<file path="src/bridge_cmd_pkg.sv">
// constants, field positions and carriers for the primary command register
// assumes the primary bus decoder hands over requests on ref_clk
package bridge_cmd_pkg;
  localparam logic [5:0] cmd_dword_index = 6'h01;
  localparam logic [15:0] cmd_reset_value = 16'h0000;
  localparam logic [15:0] cmd_write_mask = 16'h0167;
  localparam int unsigned io_space_bit = 0;
  localparam int unsigned memory_space_bit = 1;
  localparam int unsigned bus_master_bit = 2;
  localparam int unsigned special_cycle_bit = 3;
  localparam int unsigned write_invalidate_bit = 4;
  localparam int unsigned palette_snoop_bit = 5;
  localparam int unsigned parity_response_bit = 6;
  localparam int unsigned stepping_bit = 7;
  localparam int unsigned system_error_bit = 8;
  localparam int unsigned back_to_back_bit = 9;
  localparam logic [9:0] palette_mask_addr = 10'h3c6;
  localparam logic [9:0] palette_read_addr = 10'h3c8;
  localparam logic [9:0] palette_data_addr = 10'h3c9;
  localparam logic [15:0] palette_upper_zero = 16'h0000;
  localparam logic pulse_idle = 1'h0;
  localparam logic pin_released = 1'h1;
  localparam logic [15:0] upper_half_read = 16'h0000;
  localparam logic [31:0] rdata_idle = 32'h0000_0000;

  typedef struct packed {
    logic valid;
    logic write;
    logic [5:0] dword_index;
    logic [3:0] byte_enable_n;
    logic [31:0] wdata;
  } cfg_req_t;

  typedef struct packed {
    logic valid;
    logic is_io;
    logic is_mem;
    logic is_write;
    logic special_cycle;
    logic [31:0] addr;
    logic in_io_range;
    logic in_mem_range;
  } primary_txn_t;

  typedef struct packed {
    logic valid;
    logic is_io_or_mem;
    logic is_config;
    logic in_forward_range;
  } secondary_txn_t;

  typedef struct packed {
    logic master_active;
    logic data_parity_error;
    logic address_parity_error;
    logic other_system_error;
  } error_evt_t;
endpackage

</file>
<file path="src/bridge_primary_command_reg.sv">
// primary command register and the claim and error gating it steers
// assumes request inputs come from logic on ref_clk, one cycle per event
`timescale 1ns/10ps
`default_nettype none

// Function
// - all sixteen command bits clear to zero on reset.
// - bits 15 to 10 always read back as zero.
// - bit 9 reads zero; no fast back-to-back mastering.
// - system error line driven only when bit 8 is set.
// - bit 7 reads zero; no address or data stepping.
// - parity response clear blocks parity line, status set and address-parity system error.
// - parity response set drives parity line and may raise system error.
// - palette write is io write to 3c6, 3c8, 3c9 with upper half zero.
// - snoop clear ignores palette writes outside own io range.
// - snoop set claims palette writes and forwards them downstream.
// - bit 4 reads zero; write-invalidate only passed through.
// - bit 3 reads zero; special cycles ignored by io and memory claims, not by palette claims.
// - master enable clear blocks secondary claims and primary initiation.
// - master enable set claims secondary io and memory and initiates upstream.
// - configuration forwarding ignores master enable.
// - primary memory claimed only when memory space enable set.
// - primary io claimed only when io space enable set, except palette writes with snoop set.
// - data parity detected set only as master with parity response set.
module bridge_primary_command_reg (
  input wire logic ref_clk,
  input wire logic reset_n,
  input wire logic clk_en,
  input wire bridge_cmd_pkg::cfg_req_t cfg_req,
  output logic cfg_ack_r,
  output logic cfg_hit_r,
  output logic [31:0] cfg_rdata_r,
  input wire bridge_cmd_pkg::primary_txn_t primary_txn,
  output logic primary_claim_r,
  output logic primary_forward_r,
  input wire bridge_cmd_pkg::secondary_txn_t secondary_txn,
  output logic secondary_claim_r,
  output logic primary_initiate_r,
  output logic config_forward_r,
  input wire bridge_cmd_pkg::error_evt_t error_evt,
  output logic primary_parity_error_n,
  output logic primary_parity_error_oe_n,
  output logic primary_system_error_n,
  output logic primary_system_error_oe_n,
  output logic data_parity_detected_set_r,
  output logic [15:0] command_r
);
  // config request fields
  logic req_valid;
  logic req_write;
  logic [5:0] req_index;
  logic [1:0] req_lane_n;
  logic [1:0] lane_enable;
  logic [15:0] req_wdata;
  logic index_match;
  logic cfg_hit;
  logic cfg_read_hit;
  logic cfg_write_hit;
  logic [15:0] write_select;
  logic [15:0] command_nxt;
  logic [31:0] read_word;

  // command field enables
  logic io_space_enable;
  logic memory_space_enable;
  logic bus_master_enable;
  logic palette_snoop_enable;
  logic parity_response_enable;
  logic system_error_drive_enable;

  // primary transaction fields
  logic txn_valid;
  logic txn_io;
  logic txn_mem;
  logic txn_write;
  logic txn_special;
  logic [9:0] txn_low_addr;
  logic [15:0] txn_upper_addr;
  logic txn_in_io_range;
  logic txn_in_mem_range;
  logic match_mask_port;
  logic match_read_port;
  logic match_data_port;
  logic palette_low_match;
  logic upper_addr_zero;
  logic palette_write;
  logic io_claim;
  logic mem_claim;
  logic palette_claim;
  logic primary_claim;

  // secondary transaction fields
  logic sec_valid;
  logic sec_io_or_mem;
  logic sec_config;
  logic sec_in_range;
  logic secondary_claim;
  logic config_forward;

  // error event fields
  logic err_master;
  logic err_data_parity;
  logic err_address_parity;
  logic err_other;
  logic parity_drive;
  logic address_parity_report;
  logic system_error_drive;
  logic dp_detected;

  // next values of the output flops
  logic cfg_ack_nxt;
  logic cfg_hit_nxt;
  logic [31:0] cfg_rdata_nxt;
  logic primary_claim_nxt;
  logic primary_forward_nxt;
  logic secondary_claim_nxt;
  logic primary_initiate_nxt;
  logic config_forward_nxt;
  logic parity_error_n_nxt;
  logic parity_error_oe_n_nxt;
  logic system_error_n_nxt;
  logic system_error_oe_n_nxt;
  logic dp_set_nxt;

  // unpack the config request
  assign req_valid = cfg_req.valid;
  assign req_write = cfg_req.write;
  assign req_index = cfg_req.dword_index;
  assign req_lane_n = cfg_req.byte_enable_n[1:0];
  assign lane_enable = ~req_lane_n;
  assign req_wdata = cfg_req.wdata[15:0];

  // type 0 decode on dword index
  assign index_match = (req_index == bridge_cmd_pkg::cmd_dword_index);
  assign cfg_hit = req_valid && index_match;
  assign cfg_read_hit = cfg_hit && !req_write;
  assign cfg_write_hit = cfg_hit && req_write;

  // per-bit write through lane enable and writable mask
  for (genvar b = 0; b < 16; b++) begin : g_cmd_bit
    assign write_select[b] = cfg_write_hit && lane_enable[b / 8] &&
      bridge_cmd_pkg::cmd_write_mask[b];
    assign command_nxt[b] = write_select[b] ? req_wdata[b] : command_r[b];
  end

  // command field taps
  assign io_space_enable = command_r[bridge_cmd_pkg::io_space_bit];
  assign memory_space_enable = command_r[bridge_cmd_pkg::memory_space_bit];
  assign bus_master_enable = command_r[bridge_cmd_pkg::bus_master_bit];
  assign palette_snoop_enable = command_r[bridge_cmd_pkg::palette_snoop_bit];
  assign parity_response_enable = command_r[bridge_cmd_pkg::parity_response_bit];
  assign system_error_drive_enable = command_r[bridge_cmd_pkg::system_error_bit];

  // unpack the primary transaction
  assign txn_valid = primary_txn.valid;
  assign txn_io = primary_txn.is_io;
  assign txn_mem = primary_txn.is_mem;
  assign txn_write = primary_txn.is_write;
  assign txn_special = primary_txn.special_cycle;
  assign txn_low_addr = primary_txn.addr[9:0];
  assign txn_upper_addr = primary_txn.addr[31:16];
  assign txn_in_io_range = primary_txn.in_io_range;
  assign txn_in_mem_range = primary_txn.in_mem_range;

  // palette write match, address bits 15:10 not decoded
  assign match_mask_port = (txn_low_addr == bridge_cmd_pkg::palette_mask_addr);
  assign match_read_port = (txn_low_addr == bridge_cmd_pkg::palette_read_addr);
  assign match_data_port = (txn_low_addr == bridge_cmd_pkg::palette_data_addr);
  assign palette_low_match = match_mask_port || match_read_port || match_data_port;
  assign upper_addr_zero = (txn_upper_addr == bridge_cmd_pkg::palette_upper_zero);
  assign palette_write = txn_valid && txn_io && txn_write && palette_low_match &&
    upper_addr_zero;

  // primary claims
  assign io_claim = txn_valid && txn_io && io_space_enable && txn_in_io_range &&
    !txn_special;
  assign mem_claim = txn_valid && txn_mem && memory_space_enable && txn_in_mem_range &&
    !txn_special;
  assign palette_claim = palette_write && palette_snoop_enable;
  assign primary_claim = io_claim || mem_claim || palette_claim;

  // unpack the secondary transaction
  assign sec_valid = secondary_txn.valid;
  assign sec_io_or_mem = secondary_txn.is_io_or_mem;
  assign sec_config = secondary_txn.is_config;
  assign sec_in_range = secondary_txn.in_forward_range;
  assign secondary_claim = sec_valid && sec_io_or_mem && sec_in_range &&
    bus_master_enable;
  assign config_forward = sec_valid && sec_config;

  // unpack the error events
  assign err_master = error_evt.master_active;
  assign err_data_parity = error_evt.data_parity_error;
  assign err_address_parity = error_evt.address_parity_error;
  assign err_other = error_evt.other_system_error;
  assign parity_drive = err_data_parity && parity_response_enable;
  assign address_parity_report = err_address_parity && parity_response_enable;
  assign system_error_drive = system_error_drive_enable &&
    (address_parity_report || err_other);
  assign dp_detected = err_master && err_data_parity && parity_response_enable;

  // next values of the output flops
  assign read_word = {bridge_cmd_pkg::upper_half_read, command_r};
  assign cfg_ack_nxt = cfg_hit;
  assign cfg_hit_nxt = cfg_read_hit;
  assign cfg_rdata_nxt = cfg_read_hit ? read_word : bridge_cmd_pkg::rdata_idle;
  assign primary_claim_nxt = primary_claim;
  assign primary_forward_nxt = primary_claim;
  assign secondary_claim_nxt = secondary_claim;
  assign primary_initiate_nxt = secondary_claim;
  assign config_forward_nxt = config_forward;
  assign parity_error_n_nxt = ~parity_drive;
  assign parity_error_oe_n_nxt = ~parity_drive;
  assign system_error_n_nxt = ~system_error_drive;
  assign system_error_oe_n_nxt = ~system_error_drive;
  assign dp_set_nxt = dp_detected;

  always_ff @(posedge ref_clk or negedge reset_n) begin
    if (!reset_n) begin
      command_r <= bridge_cmd_pkg::cmd_reset_value;
    end else if (clk_en) begin
      command_r <= command_nxt;
    end
  end

  always_ff @(posedge ref_clk or negedge reset_n) begin
    if (!reset_n) begin
      cfg_ack_r <= bridge_cmd_pkg::pulse_idle;
    end else if (clk_en) begin
      cfg_ack_r <= cfg_ack_nxt;
    end
  end

  always_ff @(posedge ref_clk or negedge reset_n) begin
    if (!reset_n) begin
      cfg_hit_r <= bridge_cmd_pkg::pulse_idle;
    end else if (clk_en) begin
      cfg_hit_r <= cfg_hit_nxt;
    end
  end

  always_ff @(posedge ref_clk or negedge reset_n) begin
    if (!reset_n) begin
      cfg_rdata_r <= bridge_cmd_pkg::rdata_idle;
    end else if (clk_en) begin
      cfg_rdata_r <= cfg_rdata_nxt;
    end
  end

  always_ff @(posedge ref_clk or negedge reset_n) begin
    if (!reset_n) begin
      primary_claim_r <= bridge_cmd_pkg::pulse_idle;
    end else if (clk_en) begin
      primary_claim_r <= primary_claim_nxt;
    end
  end

  always_ff @(posedge ref_clk or negedge reset_n) begin
    if (!reset_n) begin
      primary_forward_r <= bridge_cmd_pkg::pulse_idle;
    end else if (clk_en) begin
      primary_forward_r <= primary_forward_nxt;
    end
  end

  always_ff @(posedge ref_clk or negedge reset_n) begin
    if (!reset_n) begin
      secondary_claim_r <= bridge_cmd_pkg::pulse_idle;
    end else if (clk_en) begin
      secondary_claim_r <= secondary_claim_nxt;
    end
  end

  always_ff @(posedge ref_clk or negedge reset_n) begin
    if (!reset_n) begin
      primary_initiate_r <= bridge_cmd_pkg::pulse_idle;
    end else if (clk_en) begin
      primary_initiate_r <= primary_initiate_nxt;
    end
  end

  always_ff @(posedge ref_clk or negedge reset_n) begin
    if (!reset_n) begin
      config_forward_r <= bridge_cmd_pkg::pulse_idle;
    end else if (clk_en) begin
      config_forward_r <= config_forward_nxt;
    end
  end

  // open-drain pins: value low, enable low while driving
  always_ff @(posedge ref_clk or negedge reset_n) begin
    if (!reset_n) begin
      primary_parity_error_n <= bridge_cmd_pkg::pin_released;
      primary_parity_error_oe_n <= bridge_cmd_pkg::pin_released;
    end else if (clk_en) begin
      primary_parity_error_n <= parity_error_n_nxt;
      primary_parity_error_oe_n <= parity_error_oe_n_nxt;
    end
  end

  always_ff @(posedge ref_clk or negedge reset_n) begin
    if (!reset_n) begin
      primary_system_error_n <= bridge_cmd_pkg::pin_released;
      primary_system_error_oe_n <= bridge_cmd_pkg::pin_released;
    end else if (clk_en) begin
      primary_system_error_n <= system_error_n_nxt;
      primary_system_error_oe_n <= system_error_oe_n_nxt;
    end
  end

  always_ff @(posedge ref_clk or negedge reset_n) begin
    if (!reset_n) begin
      data_parity_detected_set_r <= bridge_cmd_pkg::pulse_idle;
    end else if (clk_en) begin
      data_parity_detected_set_r <= dp_set_nxt;
    end
  end
endmodule

`default_nettype wire

</file>
<file path="config.mk">
export PLATFORM = sky130hd
export DESIGN_NAME = bridge_primary_command_reg
export DESIGN_NICKNAME = d
export VERILOG_FILES = /design/src/bridge_cmd_pkg.sv /design/src/bridge_primary_command_reg.sv
export SDC_FILE = /design/constraint.sdc
export NUM_CORES = 1
export LEC_CHECK = 0
export ABC_AREA = 1
export BUFFER_PORTS_ARGS = -buffer_cell sky130_fd_sc_hd__clkbuf_2
export CORE_MARGIN = 3
export CORE_UTILIZATION = 33
export CTS_CLUSTER_SIZE = 28
export DETAILED_ROUTE_END_ITERATION = 7
export PLACE_DENSITY_LB_ADDON = 0.2
export SYNTH_ARGS = -nofsm -noshare
export SYNTH_HDL_FRONTEND = slang
export SYNTH_SLANG_ARGS = --single-unit
</file>
<file path="constraint.sdc">
create_clock -name ref_clk -period 1.1 [get_ports ref_clk]
set_input_delay 0.055 -clock ref_clk [delete_from_list [all_inputs] [get_ports ref_clk]]
set_output_delay 0.055 -clock ref_clk [all_outputs]
set_load 0.02 [all_outputs]
</file>
* After elaboration in Yosys (flattened, before gate mapping)
Index checks and enable logic that the tools add are counted.
W data, S select, Z words.
** Storage, ports and cells
- Flip-flop bits (word level) :: 46
- Word-level logic and storage cells :: 55
- Output and inout bits :: 60
- Input bits :: 94
** Cells by class
- Multiplexer cells :: 1
- Reduce and logical (&&, ||, !) cells :: 36
- Bitwise gates (word level) :: 3
- Eq/ne operators :: 4
** Operators with widths (number)
- $eq A10 B10 Y1 const B :: 3
- $logic_and A1 B1 Y1 :: 26
- $logic_not A16 Y1 :: 1
- $mux W9 :: 1
- $eq A6 B1 Y1 const B :: 1
- $logic_or A1 B1 Y1 :: 5
- $reduce_and A2 Y1 :: 2
- $logic_not A1 Y1 :: 2
- $not A1 Y1 :: 2
- $not A2 Y2 :: 1

* Logic depth before layout (Yosys ltp)
- Word-level depth :: 7
- Mapped depth :: 8
- Gate-level depth less buffers :: 8

* Worst setup path before layout
Ideal clock, no wire load.
- Kind :: reg-to-reg
- From :: register command_r[0]
- To :: register primary_claim_r
- Slack :: 0.199 ns
- Buffers on the path :: 0
- Clock period less this slack :: 0.901 ns
- Data required time :: 0.978 ns
- Setup time :: 0.122 ns
- Cell stages (with the launch flop) :: 5
- Data arrival time :: 0.779 ns
- Cells stage by stage :: dfrtp_1 nand3_1 nand2_1 a21oi_1 a21oi_1
** On the way
- Longest elaborated chain between the ends :: 5
** Ends and longest elaborated chain
- start: declaration :: line bridge_primary_command_reg.sv:46 : output logic [15:0] command_r
- start signal: assignment :: line bridge_primary_command_reg.sv:220 : command_r <= bridge_cmd_pkg::cmd_reset_value;
- start signal: assignment :: line bridge_primary_command_reg.sv:222 : command_r <= command_nxt;
- $logic_and A1 B1 Y1 (3 in series) :: line bridge_primary_command_reg.sv:175 : assign io_claim = txn_valid && txn_io && io_space_enable && txn_in_io_range &&
- $logic_or A1 B1 Y1 (2 in series) :: line bridge_primary_command_reg.sv:180 : assign primary_claim = io_claim || mem_claim || palette_claim;
- end signal: assignment :: line bridge_primary_command_reg.sv:252 : primary_claim_r <= bridge_cmd_pkg::pulse_idle;
- end signal: assignment :: line bridge_primary_command_reg.sv:254 : primary_claim_r <= primary_claim_nxt;
- end: declaration :: line bridge_primary_command_reg.sv:34 : output logic primary_claim_r,
No other way between the ends.
A chain may end at the register's enable or synchronous reset.

==> results_dict.tcl <==
set metrics [dict create \
    required_ns 1.04 \
    arrival_ns 0.97 \
    insertion_delay_ns 0.26 \
    clock.fmax_ghz 0.977 \
    ant_nets 0 \
    io_pins 154 \
    synth_common_cells "nand2_1, buf_4, inv_1, dfrtp_1, nor2_1" \
    hold_viol 0 \
    drt_pass1_iterations 4 \
    gp_congestion 0.707 \
    tns_ns 0 \
    critical_path_buf_inv_count 1 \
    h-tree-depth 1 \
    slowest_delay_ns 0.55 \
    grt_max_degree 21 \
    setup_viol 0 \
    synth.largest_area_cell "dfrtp_1" \
    drive_gt1_frac 0.360 \
    io_buffers 83 \
    grt_busiest_layer "met2" \
    area_growth_pct 30.3 \
    met1_usage 0.147 \
    rsz0062_at_grt "false" \
    synth_edf_count 0 \
    r2r_end "primary_claim_r$_DFFE_PN0P_" \
    antenna_found_initial 0 \
    grt_first_pass_wirelength_mm 4.84 \
    clockBufferDepth 2 \
    wl_mm 3.07 \
    p_sw_frac 0.270 \
    synth_top_area_frac 0.340 \
    cts_sinks 20 \
    crit_type "flop to output port" \
    routed-via-count 1264 \
    net-switching-power_uw 504 \
    tightestPinTransition_ns 0.504 \
    relSlewSlack 0.664 \
    slowest_stage "dfstp_2" \
    reg2reg_slack_ns 0.21 \
    clkTransAtPathRegs_ns 0.08 \
    grt_pass1_vias 1115 \
    synth_area_leaders "dfrtp_1, buf_4, nand2_1, inv_1, nor2_1" \
    final_util 0.458 \
    antennaDiodeCount 0 \
    cp-end-kind "output port" \
    final_cells 312 \
    whs_path_depth 3 \
    grt_remaining_overflow 0 \
    pwr-share-seq 0.412 \
    core_um2 3770 \
    avgRoutedWirePerCell_um 9.84 \
    netlist_instances 179 \
    rows 22 \
    cap_violations 0 \
    die_x_um 69.4 \
    reg2reg_depth 4 \
    place_inst 307 \
    crit_family "flip-flops" \
    start_util 0.352 \
    rr_startpoint "command_r[1]$_DFFE_PN0P_" \
    ctsResizeCount 0 \
    vias_per_cell 4.05 \
    cts_made_buffers 3 \
    synth_warnings 0 \
    crit_fanout 3 \
    post-route-period-util 0.930 \
    fin_nets 359 \
    critical_path.startpoint_type "flop" \
    power_frac_comb 0.194 \
    drc 0 \
    async_flop_share 1.00 \
    p_clk_frac 0.394 \
    power.density_nw_per_um2 1080 \
    p_leak_nw 1.11 \
    cp_cell_sequence "clkbuf_2" \
    dieArea_um2 4820 \
    grt_util_met2 0.219 \
    use_met3 0.0333 \
    synth.most_common_cell "nand2_1" \
    internal_power_mw 1.36 \
    period_needed_ns 1.02 \
    hold_path.class "input pin to flop" \
    hold_end "command_r[6]$_DFFE_PN0P_" \
    die_y_um 69.4 \
    cts-root-buf "clkbuf_8" \
    cts_setup_buffers 0 \
    ys_seq_area_frac 0.379 \
    cts_tree "done" \
    status "finished clean" \
    synth.avg_cell_area_um2 7.41 \
    min_from "cfg_req[6]" \
    path_depth 1 \
    maxSlewViolCount 0 \
    placed_cell_area_um2 1650 \
    grt_usage 0.122 \
    holdBufCountCts 1 \
    dpl.hpwl_mm 2.69 \
    ys_ff_latch 20 \
    netlist_area_um2 1330 \
    ys_types 18 \
    finClkSkew_ns 0.00360 \
    ys.flop_type "dfrtp_1" \
    final_cell_area_um2 1730 \
    initialDrtViolationCount 16 \
    vdd_ir_drop_max_mv 0.849 \
]
==> worst max-delay path by stage <==
stage | start | end
after floorplan | command_r[0]$_DFFE_PN0P_ | primary_claim_r$_DFFE_PN0P_
after global placement | cfg_req[41] | command_r[6]$_DFFE_PN0P_
after detailed placement | cfg_req[41] | cfg_rdata_r[8]$_DFFE_PN0P_
after CTS | primary_parity_error_oe_n$_DFFE_PN1P_ | primary_parity_error_n
after global routing | primary_system_error_n$_DFFE_PN1P_ | primary_system_error_n
final | primary_parity_error_oe_n$_DFFE_PN1P_ | primary_parity_error_n
==> power groups by stage <==
stage | clock network [mW] | registers, mW | logic (mW)
after CTS | 0.757 | 0.769 | 0.365
final | 0.735 | 0.768 | 0.362
after floorplan | 0 | 0.801 | 0.287
after global placement | 0 | 0.783 | 0.359
after global routing | 0.784 | 0.772 | 0.403
after detailed placement | 0 | 0.784 | 0.361
==> placed cells by master (no fill, tap or decap) <==
| cell | n |
|---|---|
| dfstp_2 | 2 |
| nand4_1 | 8 |
| o21ai_0 | 4 |
| conb_1 | 36 |
| nor2_1 | 17 |
| nand3b_1 | 2 |
| inv_2 | 1 |
| dfrtp_1 | 18 |
| inv_1 | 20 |
| o21a_1 | 1 |
| dlygate4sd3_1 | 1 |
| nor2_4 | 1 |
| a21oi_1 | 3 |
| o22a_1 | 1 |
| buf_4 | 4 |
| bufinv_16 | 1 |
| clkbuf_8 | 3 |
| nand3_1 | 12 |
| clkbuf_2 | 83 |
| nand2_1 | 46 |
==> through the flow <==
stage | setup WS [ns] | hold WS (ns) | total power, mW
after global routing | 0.0372 | 0.0299 | 1.96
after detailed placement | 0.0401 | 0.0529 | 1.14
after floorplan | 0.199 | -0.241 | 1.09
final | 0.0765 | 0.0216 | 1.87
after CTS | 0.0628 | 0.0191 | 1.89
after global placement | 0.0566 | 0.0475 | 1.14
==> flip-flops by register name, indices dropped and copies added (netlist names) <==
name / flops
secondary_claim_r: 1
config_forward_r: 1
cfg_ack_r: 1
primary_claim_r: 1
cfg_hit_r: 1
primary_parity_error_oe_n: 1
cfg_rdata_r: 6
primary_system_error_n: 1
data_parity_detected_set_r: 1
command_r: 6
==> cells by family (layout without fill, tap and decap cells) <==
| group | after synthesis | in the layout | synth area share |
|---|---|---|---|
| DFF | 20 | 20 | 0.379 |
| other | 1 | 36 | 0.00283 |
| AOI/OAI and AO/OA | 9 | 9 | 0.0387 |
| buffers and inverters | 63 | 113 | 0.298 |
| and+or+nand+nor | 86 | 86 | 0.281 |
==> cell type report <==
| cell class | count | area, µm² |
|---|---|---|
| Clock inverter | 1 | 30.0 |
| Sequential cell | 20 | 503 |
| Multi-Input combinational cell | 131 | 559 |
| Tap cell | 48 | 60.1 |
| Clock buffer | 3 | 41.3 |
| Timing Repair Buffer | 88 | 455 |
| Fill cell | 419 | 2040 |
| Inverter | 21 | 78.8 |
==> metal layers <==
| metal | vias up | routed length, µm |
|---|---|---|
| li1 | 655 | - |
| met1 | 546 | 1220 |
| met2 | 61 | 1570 |
| met3 | 2 | 257 |
| met4 | 0 | 20 |
| met5 | - | 0 |
==> worst register-to-register path: stages, from the launching register on <==
cell     delay [ns]
dfrtp_1        0.43
nand4_1        0.09
nand2_1        0.06
a21oi_1        0.12
a21oi_1        0.08
(Power assumes the default switching activity.)
